`src/design/fpx_pkg.sv`:
```
package fpx_pkg;

    // host i/o ports of the extension bank
    localparam logic [15:0] FPX_INDEX_PORT = 16'h03D0;
    localparam logic [15:0] FPX_DATA_PORT = 16'h03D1;

    // register indexes, as written to the index port
    localparam logic [7:0] FPX_IDX_HCOMP = 8'h40;
    localparam logic [7:0] FPX_IDX_VCOMP = 8'h48;
    localparam logic [7:0] FPX_IDX_VSTRETCH = 8'h4E;
    localparam logic [7:0] FPX_IDX_LINK = 8'h60;
    localparam logic [7:0] FPX_IDX_SEED_R = 8'h70;
    localparam logic [7:0] FPX_IDX_SEED_G = 8'h71;
    localparam logic [7:0] FPX_IDX_SEED_B = 8'h72;
    localparam logic [7:0] FPX_IDX_DCTRL = 8'h73;

    // storage slots inside the bank
    localparam int FPX_NUM_REGS = 8;
    localparam logic [2:0] FPX_SLOT_HCOMP = 3'h0;
    localparam logic [2:0] FPX_SLOT_VCOMP = 3'h1;
    localparam logic [2:0] FPX_SLOT_VSTRETCH = 3'h2;
    localparam logic [2:0] FPX_SLOT_LINK = 3'h3;
    localparam logic [2:0] FPX_SLOT_SEED_R = 3'h4;
    localparam logic [2:0] FPX_SLOT_SEED_G = 3'h5;
    localparam logic [2:0] FPX_SLOT_SEED_B = 3'h6;
    localparam logic [2:0] FPX_SLOT_DCTRL = 3'h7;

    // reset value of every register and of the index latch
    localparam logic [7:0] FPX_RST_REG = 8'h00;
    // read value for an index that selects nothing
    localparam logic [7:0] FPX_UNMAPPED = 8'h00;

    // field positions
    localparam int FPX_VCOMP_EN_BIT = 0;
    localparam int FPX_VS_G600_BIT = 5;
    localparam int FPX_VS_G480_BIT = 4;
    localparam int FPX_VS_G400_BIT = 3;
    localparam int FPX_VS_G350_BIT = 2;
    localparam int FPX_VS_T400_BIT = 1;
    localparam int FPX_VS_T350_BIT = 0;
    localparam int FPX_VS_WIDTH = 6;

    // display heights as line counts (600, 480, 400, 350)
    localparam logic [10:0] FPX_LINES_600 = 11'h258;
    localparam logic [10:0] FPX_LINES_480 = 11'h1E0;
    localparam logic [10:0] FPX_LINES_400 = 11'h190;
    localparam logic [10:0] FPX_LINES_350 = 11'h15E;

    // host i/o request, all fields valid in one clock
    typedef struct packed {
        logic wr;
        logic rd;
        logic [15:0] addr;
        logic [7:0] wdata;
    } fpx_io_req_t;

    // link control register layout, msb first
    typedef struct packed {
        logic tristate;
        logic side3;
        logic side2;
        logic rsvd;
        logic data_fall;
        logic ctrl_fall;
        logic dot_src;
        logic disable_link;
    } fpx_link_ctrl_t;

    // dither control register layout, msb first
    typedef struct packed {
        logic enable;
        logic scheme_one;
        logic [1:0] shades;
        logic [3:0] beat;
    } fpx_dctrl_t;

    // settings handed to the dithering engine
    typedef struct packed {
        fpx_dctrl_t ctrl;
        logic [7:0] seed_r;
        logic [7:0] seed_g;
        logic [7:0] seed_b;
    } fpx_dither_t;

    // index to {hit, slot}; used by write and read decode
    function automatic logic [3:0] fpx_slot(input logic [7:0] idx);
        case (idx)
            FPX_IDX_HCOMP: fpx_slot = {1'b1, FPX_SLOT_HCOMP};
            FPX_IDX_VCOMP: fpx_slot = {1'b1, FPX_SLOT_VCOMP};
            FPX_IDX_VSTRETCH: fpx_slot = {1'b1, FPX_SLOT_VSTRETCH};
            FPX_IDX_LINK: fpx_slot = {1'b1, FPX_SLOT_LINK};
            FPX_IDX_SEED_R: fpx_slot = {1'b1, FPX_SLOT_SEED_R};
            FPX_IDX_SEED_G: fpx_slot = {1'b1, FPX_SLOT_SEED_G};
            FPX_IDX_SEED_B: fpx_slot = {1'b1, FPX_SLOT_SEED_B};
            FPX_IDX_DCTRL: fpx_slot = {1'b1, FPX_SLOT_DCTRL};
            default: fpx_slot = 4'h0;
        endcase
    endfunction : fpx_slot

endpackage : fpx_pkg

```
`src/design/fpx_height_sel.sv`:
```
`timescale 1ns/1ns
// picks the qualifier bit for the current display height
module fpx_height_sel
    import fpx_pkg::*;
(
    input wire logic i_clock,
    input wire logic i_rst_n,
    input wire logic [10:0] i_lines,
    input wire logic i_text_mode,
    input wire logic i_master_en,
    input wire logic [5:0] i_qual,
    output logic o_allow
);
    // whole state of this module
    typedef struct packed {
        logic allow;
    } fpx_hsel_t;

    fpx_hsel_t st_q;
    fpx_hsel_t st_d;

    // heights with no qualifier bit are never stretched here
    always_comb
    begin
        st_d = st_q;
        st_d.allow = 1'b0;
        if (i_master_en)
        begin
            if (i_text_mode)
            begin
                case (i_lines)
                    FPX_LINES_400: st_d.allow = i_qual[FPX_VS_T400_BIT];
                    FPX_LINES_350: st_d.allow = i_qual[FPX_VS_T350_BIT];
                    default: st_d.allow = 1'b0;
                endcase
            end
            else
            begin
                case (i_lines)
                    FPX_LINES_600: st_d.allow = i_qual[FPX_VS_G600_BIT];
                    FPX_LINES_480: st_d.allow = i_qual[FPX_VS_G480_BIT];
                    FPX_LINES_400: st_d.allow = i_qual[FPX_VS_G400_BIT];
                    FPX_LINES_350: st_d.allow = i_qual[FPX_VS_G350_BIT];
                    default: st_d.allow = 1'b0;
                endcase
            end
        end
    end

    // state register
    always_ff @(posedge i_clock or negedge i_rst_n)
    begin
        if (!i_rst_n)
            st_q <= '0;
        else
            st_q <= st_d;
    end

    assign o_allow = st_q.allow;

endmodule : fpx_height_sel

```
`src/design/fpx_edge_cap.sv`:
```
`timescale 1ns/1ns
// captures data on a chosen edge of a sampled link clock
module fpx_edge_cap #(
    parameter int WIDTH = 8
) (
    input wire logic i_clock,
    input wire logic i_rst_n,
    input wire logic i_link_clk,
    input wire logic i_fall_sel,
    input wire logic i_enable,
    input wire logic [WIDTH-1:0] i_data,
    output logic [WIDTH-1:0] o_data
);
    // whole state of this module
    typedef struct packed {
        logic prev;
        logic [WIDTH-1:0] data;
    } fpx_ecap_t;

    fpx_ecap_t st_q;
    fpx_ecap_t st_d;
    logic edge_hit;

    // edge picked by the select bit; holds while disabled
    always_comb
    begin
        st_d = st_q;
        st_d.prev = i_link_clk;
        if (i_fall_sel)
            edge_hit = st_q.prev && !i_link_clk;
        else
            edge_hit = !st_q.prev && i_link_clk;
        if (i_enable && edge_hit)
            st_d.data = i_data;
    end

    // state register
    always_ff @(posedge i_clock or negedge i_rst_n)
    begin
        if (!i_rst_n)
            st_q <= '0;
        else
            st_q <= st_d;
    end

    assign o_data = st_q.data;

endmodule : fpx_edge_cap

```
`src/design/fpx_regs.sv`:
```
`timescale 1ns/1ns
// Functional notes
// six per-height stretch permit bits
// height bit gated by master enables; code gates it by vertical compensation bit 0 only
// software writes stretch bits before compensation
// link bit 7 floats all panel outputs
// bits 6 and 5 drive side channels
// software writes zero to bit 4
// bit 3 picks data capture edge
// bit 2 picks control capture edge
// bit 1 picks shift or dot clock
// bit 0 set disables the link
// enabled link copies general pin one
// three 8-bit dither seeds per color
// dither enable and scheme select bits
// two bits select shades per color
// four-bit horizontal beat suppression factor
// index port then data port access
// vertical compensation needs master enable bit
// every register reads back last write
module fpx_regs
    import fpx_pkg::*;
#(
    parameter int PIX_W = 24,
    parameter int CTRL_W = 4
) (
    input wire logic i_clock,
    input wire logic i_rst_b,
    input fpx_pkg::fpx_io_req_t i_io,
    output logic [7:0] o_io_rdata,
    output logic o_io_rd_valid,
    input wire logic [10:0] i_vde_lines,
    input wire logic i_text_mode,
    output logic o_vstretch_allow,
    output logic [7:0] o_hcomp,
    output logic [7:0] o_vcomp,
    input wire logic i_panel_shift_clock,
    input wire logic i_dot_clock,
    input wire logic i_general_pin_one,
    input wire logic [PIX_W-1:0] i_pix_data,
    input wire logic [CTRL_W-1:0] i_pix_ctrl,
    output logic o_link_enable,
    output logic [PIX_W-1:0] o_link_pix_data,
    output logic [CTRL_W-1:0] o_link_pix_ctrl,
    output logic o_side_channel_out_1,
    output logic o_side_channel_out_2,
    output logic o_side_channel_out_3,
    output logic o_panel_oe,
    output fpx_pkg::fpx_dither_t o_dither
);
    import fpx_pkg::*;

    // whole state of the bank
    typedef struct packed {
        logic [7:0] index;
        logic [FPX_NUM_REGS-1:0][7:0] bank;
        logic [7:0] rdata;
        logic rd_valid;
        logic side1;
        logic gpio_s1;
        logic gpio_s2;
        logic shf_s1;
        logic shf_s2;
        logic dck_s1;
        logic dck_s2;
        logic [PIX_W-1:0] pix_s1;
        logic [PIX_W-1:0] pix_s2;
        logic [CTRL_W-1:0] ctl_s1;
        logic [CTRL_W-1:0] ctl_s2;
    } fpx_state_t;

    fpx_state_t st_q;
    fpx_state_t st_d;
    logic [1:0] rst_pipe_q; // reset release pipeline
    logic rst_n; // synchronised reset, active low
    fpx_link_ctrl_t lnk; // link control view of the bank
    logic [3:0] wr_slot; // decode of the held index
    logic link_input_clock; // selected link input clock level
    logic link_on; // link running

    // reset asserts at once, releases after two edges
    always_ff @(posedge i_clock or negedge i_rst_b)
    begin
        if (!i_rst_b)
            rst_pipe_q <= 2'h0;
        else
            rst_pipe_q <= {rst_pipe_q[0], 1'b1};
    end

    assign rst_n = rst_pipe_q[1];

    // register views used by the datapath
    assign lnk = fpx_link_ctrl_t'(st_q.bank[FPX_SLOT_LINK]);
    assign wr_slot = fpx_slot(st_q.index);
    assign link_on = !lnk.disable_link;

    // a clock swap mid-line can show one false edge; only
    // change the source while the panel is idle
    assign link_input_clock = lnk.dot_src ? st_q.dck_s2 : st_q.shf_s2;

    // next state: host port decode, read data, pin sync
    always_comb
    begin
        st_d = st_q;
        st_d.rd_valid = 1'b0;
        // index port write selects the register
        if (i_io.wr && i_io.addr == FPX_INDEX_PORT)
            st_d.index = i_io.wdata;
        // data port write lands in the selected slot;
        // reserved bits are stored as written
        if (i_io.wr && i_io.addr == FPX_DATA_PORT && wr_slot[3])
            st_d.bank[wr_slot[2:0]] = i_io.wdata;
        // reads answer one cycle later
        if (i_io.rd)
        begin
            st_d.rd_valid = 1'b1;
            if (i_io.addr == FPX_INDEX_PORT)
                st_d.rdata = st_q.index;
            else if (i_io.addr == FPX_DATA_PORT && wr_slot[3])
                st_d.rdata = st_q.bank[wr_slot[2:0]];
            else
                st_d.rdata = FPX_UNMAPPED;
        end
        // pins from other domains pass two flops
        st_d.gpio_s1 = i_general_pin_one;
        st_d.gpio_s2 = st_q.gpio_s1;
        st_d.shf_s1 = i_panel_shift_clock;
        st_d.shf_s2 = st_q.shf_s1;
        st_d.dck_s1 = i_dot_clock;
        st_d.dck_s2 = st_q.dck_s1;
        st_d.pix_s1 = i_pix_data;
        st_d.pix_s2 = st_q.pix_s1;
        st_d.ctl_s1 = i_pix_ctrl;
        st_d.ctl_s2 = st_q.ctl_s1;
        // side channel one follows the pin while enabled
        st_d.side1 = link_on && st_q.gpio_s2;
    end

    // state register; every documented reset value is zero
    always_ff @(posedge i_clock or negedge rst_n)
    begin
        if (!rst_n)
            st_q <= '0;
        else
            st_q <= st_d;
    end

    // per-height qualifier under the master enable
    fpx_height_sel u_height (
        .i_clock(i_clock),
        .i_rst_n(rst_n),
        .i_lines(i_vde_lines),
        .i_text_mode(i_text_mode),
        .i_master_en(st_q.bank[FPX_SLOT_VCOMP][FPX_VCOMP_EN_BIT]),
        .i_qual(st_q.bank[FPX_SLOT_VSTRETCH][FPX_VS_WIDTH-1:0]),
        .o_allow(o_vstretch_allow)
    );

    // pixel data capture on the selected edge
    fpx_edge_cap #(
        .WIDTH(PIX_W)
    ) u_data_cap (
        .i_clock(i_clock),
        .i_rst_n(rst_n),
        .i_link_clk(link_input_clock),
        .i_fall_sel(lnk.data_fall),
        .i_enable(link_on),
        .i_data(st_q.pix_s2),
        .o_data(o_link_pix_data)
    );

    // control signal capture on its own edge
    fpx_edge_cap #(
        .WIDTH(CTRL_W)
    ) u_ctrl_cap (
        .i_clock(i_clock),
        .i_rst_n(rst_n),
        .i_link_clk(link_input_clock),
        .i_fall_sel(lnk.ctrl_fall),
        .i_enable(link_on),
        .i_data(st_q.ctl_s2),
        .o_data(o_link_pix_ctrl)
    );

    // outputs come straight from the bank flops
    assign o_io_rdata = st_q.rdata;
    assign o_io_rd_valid = st_q.rd_valid;
    assign o_hcomp = st_q.bank[FPX_SLOT_HCOMP];
    assign o_vcomp = st_q.bank[FPX_SLOT_VCOMP];
    assign o_link_enable = link_on;
    assign o_panel_oe = !lnk.tristate;
    assign o_side_channel_out_3 = lnk.side3;
    assign o_side_channel_out_2 = lnk.side2;
    assign o_side_channel_out_1 = st_q.side1;
    // bit 4 is only stored; hardware gives it no meaning
    assign o_dither.ctrl = fpx_dctrl_t'(st_q.bank[FPX_SLOT_DCTRL]);
    assign o_dither.seed_r = st_q.bank[FPX_SLOT_SEED_R];
    assign o_dither.seed_g = st_q.bank[FPX_SLOT_SEED_G];
    assign o_dither.seed_b = st_q.bank[FPX_SLOT_SEED_B];
endmodule : fpx_regs

```
`config.mk`:
```
export PLATFORM = sky130hd
export DESIGN_NAME = fpx_regs
export DESIGN_NICKNAME = d
export VERILOG_FILES = /design/src/design/fpx_pkg.sv /design/src/design/fpx_height_sel.sv /design/src/design/fpx_edge_cap.sv /design/src/design/fpx_regs.sv
export SDC_FILE = /design/constraint.sdc
export NUM_CORES = 1
export LEC_CHECK = 0
export CORE_ASPECT_RATIO = 1.25
export CORE_MARGIN = 3
export CORE_UTILIZATION = 63
export CTS_CLUSTER_SIZE = 30
export DETAILED_ROUTE_END_ITERATION = 8
export DONT_BUFFER_PORTS = 1
export GPL_TIMING_DRIVEN = 1
export PLACE_DENSITY_LB_ADDON = 0.05
export SKIP_CTS_REPAIR_TIMING = 1
export SLEW_MARGIN = 0
export SYNTH_ARGS = -nofsm -noshare
export SYNTH_HDL_FRONTEND = slang
export SYNTH_SLANG_ARGS = --single-unit
```
`constraint.sdc`:
```
create_clock -name i_clock -period 7.1 [get_ports i_clock]
set_clock_uncertainty 0.1 [all_clocks]
set_input_delay 1.065 -clock i_clock [delete_from_list [all_inputs] [get_ports i_clock]]
set_output_delay 1.065 -clock i_clock [all_outputs]
set_load 0.03 [all_outputs]
```
==> impl_metrics.sql, run 1 <==
INSERT INTO impl_metrics (metric_group, metric, value, unit) VALUES
('synthesis', 'synth_top_area_share', '59.95', '%'),
('cells_and_area', 'layout.cells.most_common', 'sky130_fd_sc_hd__dfrtp_1', ''),
('synthesis', 'synth_top_family_by_area', 'multiplexers', ''),
('power', 'internal_power', '1.543', 'mW'),
('synthesis', 'synthXorXnorAreaFrac', '0.1192', '%'),
('synthesis', 'synth_adder_area_share', '0', '%'),
('worst_setup_path', 'required', '7.30', 'ns'),
('cells_and_area', 'layout.cells.most_common_list', 'sky130_fd_sc_hd__dfrtp_1, sky130_fd_sc_hd__mux2_2, sky130_fd_sc_hd__clkbuf_16', ''),
('die', 'initial_util', '65.34', '%'),
('worst_setup_path', 'crit_chain', 'nor4b_1 -> and3_1 -> o211ai_1 -> nor3_2 -> mux2_2', ''),
('job', 'drv.max_cap_violation_count', '0', ''),
('power', 'combPwrFrac', '2.3', '%'),
('timing', 'fin_ws', '3.616', 'ns'),
('place', 'globalplace.congestion', '0.9712', ''),
('synthesis', 'synth_top_area_cell', 'sky130_fd_sc_hd__dfrtp_1', ''),
('grt', 'grt.overflow.total', '0', ''),
('place', 'detailed_place_hpwl', '11470', 'um'),
('timing', 'count_of_final_max_slew_check_failures', '0', ''),
('synthesis', 'synth-edff-count', '0', ''),
('synthesis', 'synthTopCellsByArea', 'sky130_fd_sc_hd__dfrtp_1, sky130_fd_sc_hd__mux2_2, sky130_fd_sc_hd__buf_4', ''),
('detailed_routing', 'drt_iter0_markers', '219', ''),
('worst_setup_path', 'ws_path_type', 'flip-flop to flip-flop', ''),
('grt', 'grt_antenna_before_repair', '0', ''),
('outcome', 'outcome', 'completed', ''),
('cells_and_area', 'layout.cells.non_filler', '635', ''),
('clocking', 'cts_inserted_buffers', '17', ''),
('synthesis', 'synth-simple-area-share', '9.111', '%'),
('detailed_routing', 'vias_per_cell', '6.600', ''),
('timing', 'max_slew_margin', '26.77', '%'),
('power', 'leakage_power', '3.484', 'nW'),
('die', 'core-area', '11240', 'um2'),
('timing', 'setup_tns', '0', 'ns'),
('worst_setup_path', 'start_kind', 'flip-flop', ''),
('timing', 'finalSetupViolCount', '0', ''),
('cells_and_area', 'fin_nets', '558', ''),
('timing', 'finalCritPeriodShare', '49.07', '%'),
('grt', 'met3_usage', '7.866', '%'),
('die', 'dieWidth', '102.6', 'um'),
('die', 'design.die.area', '13000', 'um2'),
('place', 'dp_worst_setup_slack', '3.399', 'ns'),
('worst_setup_path', 'endpoint_kind', 'flip-flop', ''),
('timing', 'rsz0062_at_grt', 'false', ''),
('synthesis', 'proportion_of_synthesized_flip_flops_having_asynchronous_set_or_reset', '100.0', '%'),
('detailed_routing', 'vias', '4191', ''),
('place', 'portBuffers', '0', ''),
('synthesis', 'netlist_instances', '545', ''),
('power', 'power-per-cell-area', '273.7', 'nW/um2'),
('timing', 'fin_hold_ws', '0.2244', 'ns'),
('cells_and_area', 'drive_above_1_share', '29.80', '%'),
('power', 'peakVddDrop', '212.4', 'uV'),
('power', 'sw_frac_of_total', '25.91', '%'),
('clocking', 'clk-insertion-delay-late', '0.42', 'ns'),
('power', 'clockPowerShare', '43.8', '%'),
('grt', 'grt_usage', '26.03', '%'),
('synthesis', 'postSynthRegisterBits', '176', ''),
('detailed_routing', 'first_pass_iters', '4', ''),
('worst_setup_path', 'reg2reg_setup_slack', '3.62', 'ns'),
('synthesis', 'synth-compound-area-share', '6.335', '%'),
('synthesis', 'synth_flop_cell', 'sky130_fd_sc_hd__dfrtp_1', ''),
('power', 'power.share.sequential', '53.9', '%'),
('die', 'row_count', '43', ''),
('synthesis', 'synth.avg_cell_area', '13.48', 'um2'),
('synthesis', 'seq_area_frac_synth', '59.95', '%'),
('grt', 'grt_pass1_wl', '25010', 'um'),
('die', 'die_y', '126.7', 'um'),
('cells_and_area', 'number_of_antenna_repair_diodes', '0', ''),
('worst_setup_path', 'critPathMaxFanout', '16', ''),
('clocking', 'cts_max_path_buffers', '2', ''),
('grt', 'use_met1', '32.68', '%'),
('detailed_routing', 'drtAntennaViolNets', '0', ''),
('grt', 'grt_most_used_layer', 'met2', '');
==> worst max-delay path, delay by kind of cell, from the launching register on <==
kind | cells | cell delay [ns]
AOI/OAI and AO/OA | 1 | 0.30
DFF | 1 | 0.58
and+or+nand+nor | 3 | 1.97
muxes | 1 | 0.41
==> routing by layer <==
layer / vias up / routed length (um) / part of all wire (%)
met5: - / 0 / 0
met4: 0 / 743 / 4.6
met3: 44 / 1310 / 8.1
met2: 176 / 8134 / 50
met1: 2178 / 6079 / 37
li1: 1793 / - / -
==> cell type report <==
type                       instances  area (um2)  area share, %
clock buffer                      18       429.2          5.638
sequential                       176        4408          57.91
clock inverter                    14       157.7          2.071
tap                              135       168.9          2.219
multi-input combinational        281        2389          31.38
inverter                           6       22.52         0.2959
timing repair buffer               5       37.54         0.4931
==> cell usage after synthesis, types with 4 or more instances <==
library cell               instances
sky130_fd_sc_hd__a211oi_1          5
sky130_fd_sc_hd__a21oi_1          16
sky130_fd_sc_hd__and4b_1           4
sky130_fd_sc_hd__buf_4            60
sky130_fd_sc_hd__clkbuf_1         18
sky130_fd_sc_hd__dfrtp_1         176
sky130_fd_sc_hd__inv_1             6
sky130_fd_sc_hd__mux2_2          101
sky130_fd_sc_hd__mux2i_1           9
sky130_fd_sc_hd__nand2_1           4
sky130_fd_sc_hd__nand3_1          13
sky130_fd_sc_hd__nor2_1           14
sky130_fd_sc_hd__nor2b_1          15
sky130_fd_sc_hd__nor3_1           12
sky130_fd_sc_hd__nor4bb_1          7
sky130_fd_sc_hd__o21ai_0          11
sky130_fd_sc_hd__o221ai_1          7
sky130_fd_sc_hd__o22ai_1           5
sky130_fd_sc_hd__o32a_1            5
sky130_fd_sc_hd__or3_1             4
==> power by group through the flow <==
| stage | Combinational [mW] | Sequential [mW] | Clock (mW) |
|---|---|---|---|
| 2_1_floorplan | 0.0438 | 1.13 | 0 |
| 3_3_place_gp | 0.0456 | 1.14 | 0 |
| 3_5_place_dp | 0.0487 | 1.14 | 0 |
| 4_1_cts | 0.0487 | 1.13 | 0.931 |
| 5_1_grt | 0.0535 | 1.13 | 0.972 |
| 6_report | 0.0473 | 1.12 | 0.912 |
==> sequential cells by signal, indices dropped and copies added, names as in the netlist <==
name,cells
rst_pipe_q,2
o_vcomp,8
o_io_rdata,8
o_io_rd_valid,1
o_side_channel_out_1,1
st_q,47
o_hcomp,8
lnk,8
u_ctrl_cap.o_data,4
u_data_cap.o_data,24
u_ctrl_cap.st_q,1
st_d,31
u_height.o_allow,1
o_dither,32
==> per-stage QoR <==
| step | util [%] | power, mW |
|---|---|---|
| 2_1_floorplan | - | 1.178 |
| 3_3_place_gp | 62.48 | 1.188 |
| 3_5_place_dp | 62.48 | 1.194 |
| 4_1_cts | 67.70 | 2.105 |
| 5_1_grt | 67.70 | 2.156 |
| 6_report | 67.70 | 2.083 |
==> path summary, 6_finish.rpt <==
kind | from | endpoint | depth (start not counted)
worst max register to register | st_q[136] | o_vcomp[0] | 5
min in group i_clock | st_d[29] | st_q[29] | 0
max in group asynchronous | rst_pipe_q[1] | st_d[1] | 2
worst max-delay path | st_q[136] | o_vcomp[0] | 5
worst min-delay path | i_rst_b | rst_pipe_q[1] | 0
worst min register to register | st_d[29] | st_q[29] | 0
==> cell families after synthesis <==
| kind of cell | after synthesis |
|---|---|
| flip-flops | 176 |
| multiplexers | 111 |
| AND/OR/NAND/NOR | 102 |
| buffers and inverters | 88 |
| AO/OA/AOI/OAI | 66 |
| XOR/XNOR | 1 |
| other | 1 |
No activity file was read; power rests on OpenSTA's default activity.
==> run 2, diff against run 1 <==
Settings changed: CORE_UTILIZATION 63 to 57.
Clock period 7.1 ns to 3.2 ns, I/O delays scaled along.
==> run 2 against run 1 <==
  * Core utilization fell by 2.1 points
  * Cell count up 12%
  * Clock power increased by 130%
  * Worst hold slack lost 0.17 ns
  * Non-clock buffer count is 49 higher
  * Combinational power rose to 3.2 times the previous value
  * Sequential share of layout area is 3.6 points lower
==> impl_metrics.sql, run 2 (synthesis gave the netlist of run 1 again) <==
INSERT INTO impl_metrics (metric_group, metric, value, unit) VALUES
('outcome', 'outcome', 'completed', ''),
('worst_setup_path', 'crit_chain', 'or4_1 -> or4_1 -> nor4_4 -> nand4_2 -> mux2_2', ''),
('worst_setup_path', 'start_kind', 'primary input', ''),
('detailed_routing', 'vias_per_cell', '5.971', ''),
('detailed_routing', 'drt_iter0_markers', '232', ''),
('detailed_routing', 'vias', '4251', ''),
('clocking', 'cts.clk_slew.worst_paths', '0.07', 'ns'),
('detailed_routing', 'drc_errors', '0', ''),
('grt', 'number_of_global_route_vias_before_repair', '4462', ''),
('worst_setup_path', 'regToRegEndpoint', 'st_q[94]', ''),
('cells_and_area', 'layout.cells.most_common_list', 'sky130_fd_sc_hd__dfrtp_1, sky130_fd_sc_hd__mux2_2, sky130_fd_sc_hd__dlygate4sd3_1', ''),
('worst_setup_path', 'slowest_stage', 'sky130_fd_sc_hd__or4_1', ''),
('timing', 'rsz0062_at_grt', 'false', ''),
('worst_setup_path', 'cpLargestDelayFamily', 'simple AND/OR/NAND/NOR gates', ''),
('power', 'peakVddDrop', '426.5', 'uV'),
('clocking', 'cts_tree', 'done', ''),
('cells_and_area', 'layout.cells.most_common', 'sky130_fd_sc_hd__dfrtp_1', ''),
('detailed_routing', 'first_pass_iters', '4', ''),
('clocking', 'ctsRootBufferMaster', 'sky130_fd_sc_hd__clkbuf_16', ''),
('job', 'drv.max_cap_violation_count', '0', ''),
('min_path', 'min-delay-path-class', 'flip-flop to async pin', ''),
('cells_and_area', 'area.growth.synth_to_final', '10.52', '%'),
('cells_and_area', 'largest_reg_flops', '47', ''),
('timing', 'fin_crit', '2.705', 'ns'),
('clocking', 'cts_inserted_buffers', '17', ''),
('die', 'core-area', '12390', 'um2'),
('timing', 'least_margin_pin_slew', '0.8015', 'ns'),
('place', 'portBuffers', '0', ''),
('worst_setup_path', 'ws_path_type', 'primary input to flip-flop', ''),
('worst_setup_path', 'timing.critical_path.slowest_cell_delay', '0.61', 'ns'),
('die', 'row_count', '45', ''),
('cells_and_area', 'area_taken_by_multi_input_logic_gates', '2389', 'um2'),
('cells_and_area', 'largest_register', 'st_q', ''),
('timing', 'finalCritPeriodShare', '84.52', '%'),
('power', 'power-per-cell-area', '577.5', 'nW/um2'),
('timing', 'finalSetupViolCount', '0', ''),
('place', 'detailed_place_hpwl', '11980', 'um'),
('die', 'boundaryPins', '162', ''),
('grt', 'grt_usage', '24.01', '%'),
('worst_setup_path', 'crit_buf_inv', '0', ''),
('grt', 'grt_pass1_wl', '25730', 'um'),
('clocking', 'clk-insertion-delay-late', '0.42', 'ns'),
('cells_and_area', 'n_fill_cell', '912', ''),
('worst_setup_path', 'required', '3.40', 'ns'),
('cells_and_area', 'area.sequential', '4408', 'um2'),
('worst_setup_path', 'reg2reg_setup_slack', '0.52', 'ns'),
('worst_setup_path', 'r2r_start', 'st_q[137]', ''),
('clocking', 'clock-sinks', '176', ''),
('clocking', 'htree_num_levels', '4', ''),
('die', 'design.die.area', '14300', 'um2'),
('detailed_routing', 'drtAntennaViolNets', '0', ''),
('power', 'leakage_power', '3.712', 'nW'),
('cells_and_area', 'drive_above_1_share', '30.11', '%'),
('timing', 'timing.fmax', '0.3697', 'GHz'),
('place', 'globalplace.congestion', '0.8863', ''),
('die', 'dieWidth', '107.5', 'um'),
('cells_and_area', 'finish.utilization', '65.56', '%'),
('cells_and_area', 'number_of_antenna_repair_diodes', '0', ''),
('detailed_routing', 'post_drt_wl_per_cell', '23.45', 'um'),
('worst_setup_path', 'critPathMaxFanout', '8', ''),
('worst_setup_path', 'reg2regPathDepth', '5', ''),
('die', 'die_y', '132.9', 'um'),
('worst_setup_path', 'crit_top_cell', 'sky130_fd_sc_hd__or4_1', ''),
('cells_and_area', 'fin_nets', '607', ''),
('timing', 'count_of_final_max_slew_check_failures', '0', ''),
('worst_setup_path', 'worst-endpoint-arrival', '2.91', 'ns'),
('timing', 'max_slew_margin', '46.46', '%'),
('grt', 'grt_antenna_before_repair', '0', ''),
('clocking', 'cts_max_path_buffers', '2', ''),
('detailed_routing', 'drt_wl_total', '16700', 'um'),
('worst_setup_path', 'endpoint_kind', 'flip-flop', ''),
('timing', 'setup_tns', '0', 'ns'),
('timing', 'hold_viol', '0', ''),
('grt', 'grt.overflow.total', '0', ''),
('die', 'initial_util', '59.31', '%'),
('grt', 'pin_count_of_the_biggest_net_entering_global_routing', '78', '');
## run 2: cell types whose count changed in the layout (fill, tap and decap cells not counted)
cell                            delta
sky130_fd_sc_hd__buf_12            +1
sky130_fd_sc_hd__buf_4            +15
sky130_fd_sc_hd__bufinv_16         +1
sky130_fd_sc_hd__clkbuf_1          -1
sky130_fd_sc_hd__clkinv_4          +2
sky130_fd_sc_hd__clkinv_8          -1
sky130_fd_sc_hd__clkinvlp_4        +1
sky130_fd_sc_hd__dlygate4sd3_1    +33
sky130_fd_sc_hd__inv_6             -3
## run 2: report_power, final
part / internal [mW] / switching (mW)
logic: 0.0830 / 0.0688
registers: 2.32 / 0.162
clock network: 1.12 / 0.943
total: 3.52 / 1.17
## run 2: cell type report
class / count / area share, %
clock inverters: 14 / 2.096
flip-flops and latches: 176 / 54.28
repair buffers: 54 / 6.163
clock buffers: 17 / 5.239
inverters: 6 / 0.2773
multi-input cells: 281 / 29.41
well taps: 164 / 2.527
## run 2: stage by stage
stage	hold WS (ns)	instance area, um2	cells	total power [mW]	worst slack [ns]
2_1_floorplan	0.08441	7348	545	2.613	0.1926
3_3_place_gp	0.05222	7194	648	2.640	0.1473
3_5_place_dp	0.05408	7194	648	2.650	0.1072
4_1_cts	-0.3711	7790	679	4.707	0.5198
5_1_grt	0.06230	8120	712	4.862	0.3682
6_report	0.05166	8120	712	4.690	0.4954
## run 2: worst max-delay path by stage
stage	cells past startpoint	slack (ns)	start	endpoint
floorplan	0	0.19	rst_pipe_q[1]	lnk[0]
global placement	5	0.15	i_io[23]	o_hcomp[3]
detailed placement	5	0.11	i_io[23]	o_hcomp[5]
CTS	5	0.52	i_io[23]	o_hcomp[5]
global route	6	0.37	st_q[140]	o_vcomp[0]
finish	5	0.50	i_io[23]	o_hcomp[5]
## run 2: metal layers
metal / vias up / GRT usage [%] / part of all wire [%]
li1: 1890 / - / -
met4: 0 / 10.39 / 3.1
met3: 31 / 8.394 / 8.0
met1: 2172 / 28.44 / 37
met2: 158 / 39.49 / 52
met5: - / 0 / 0
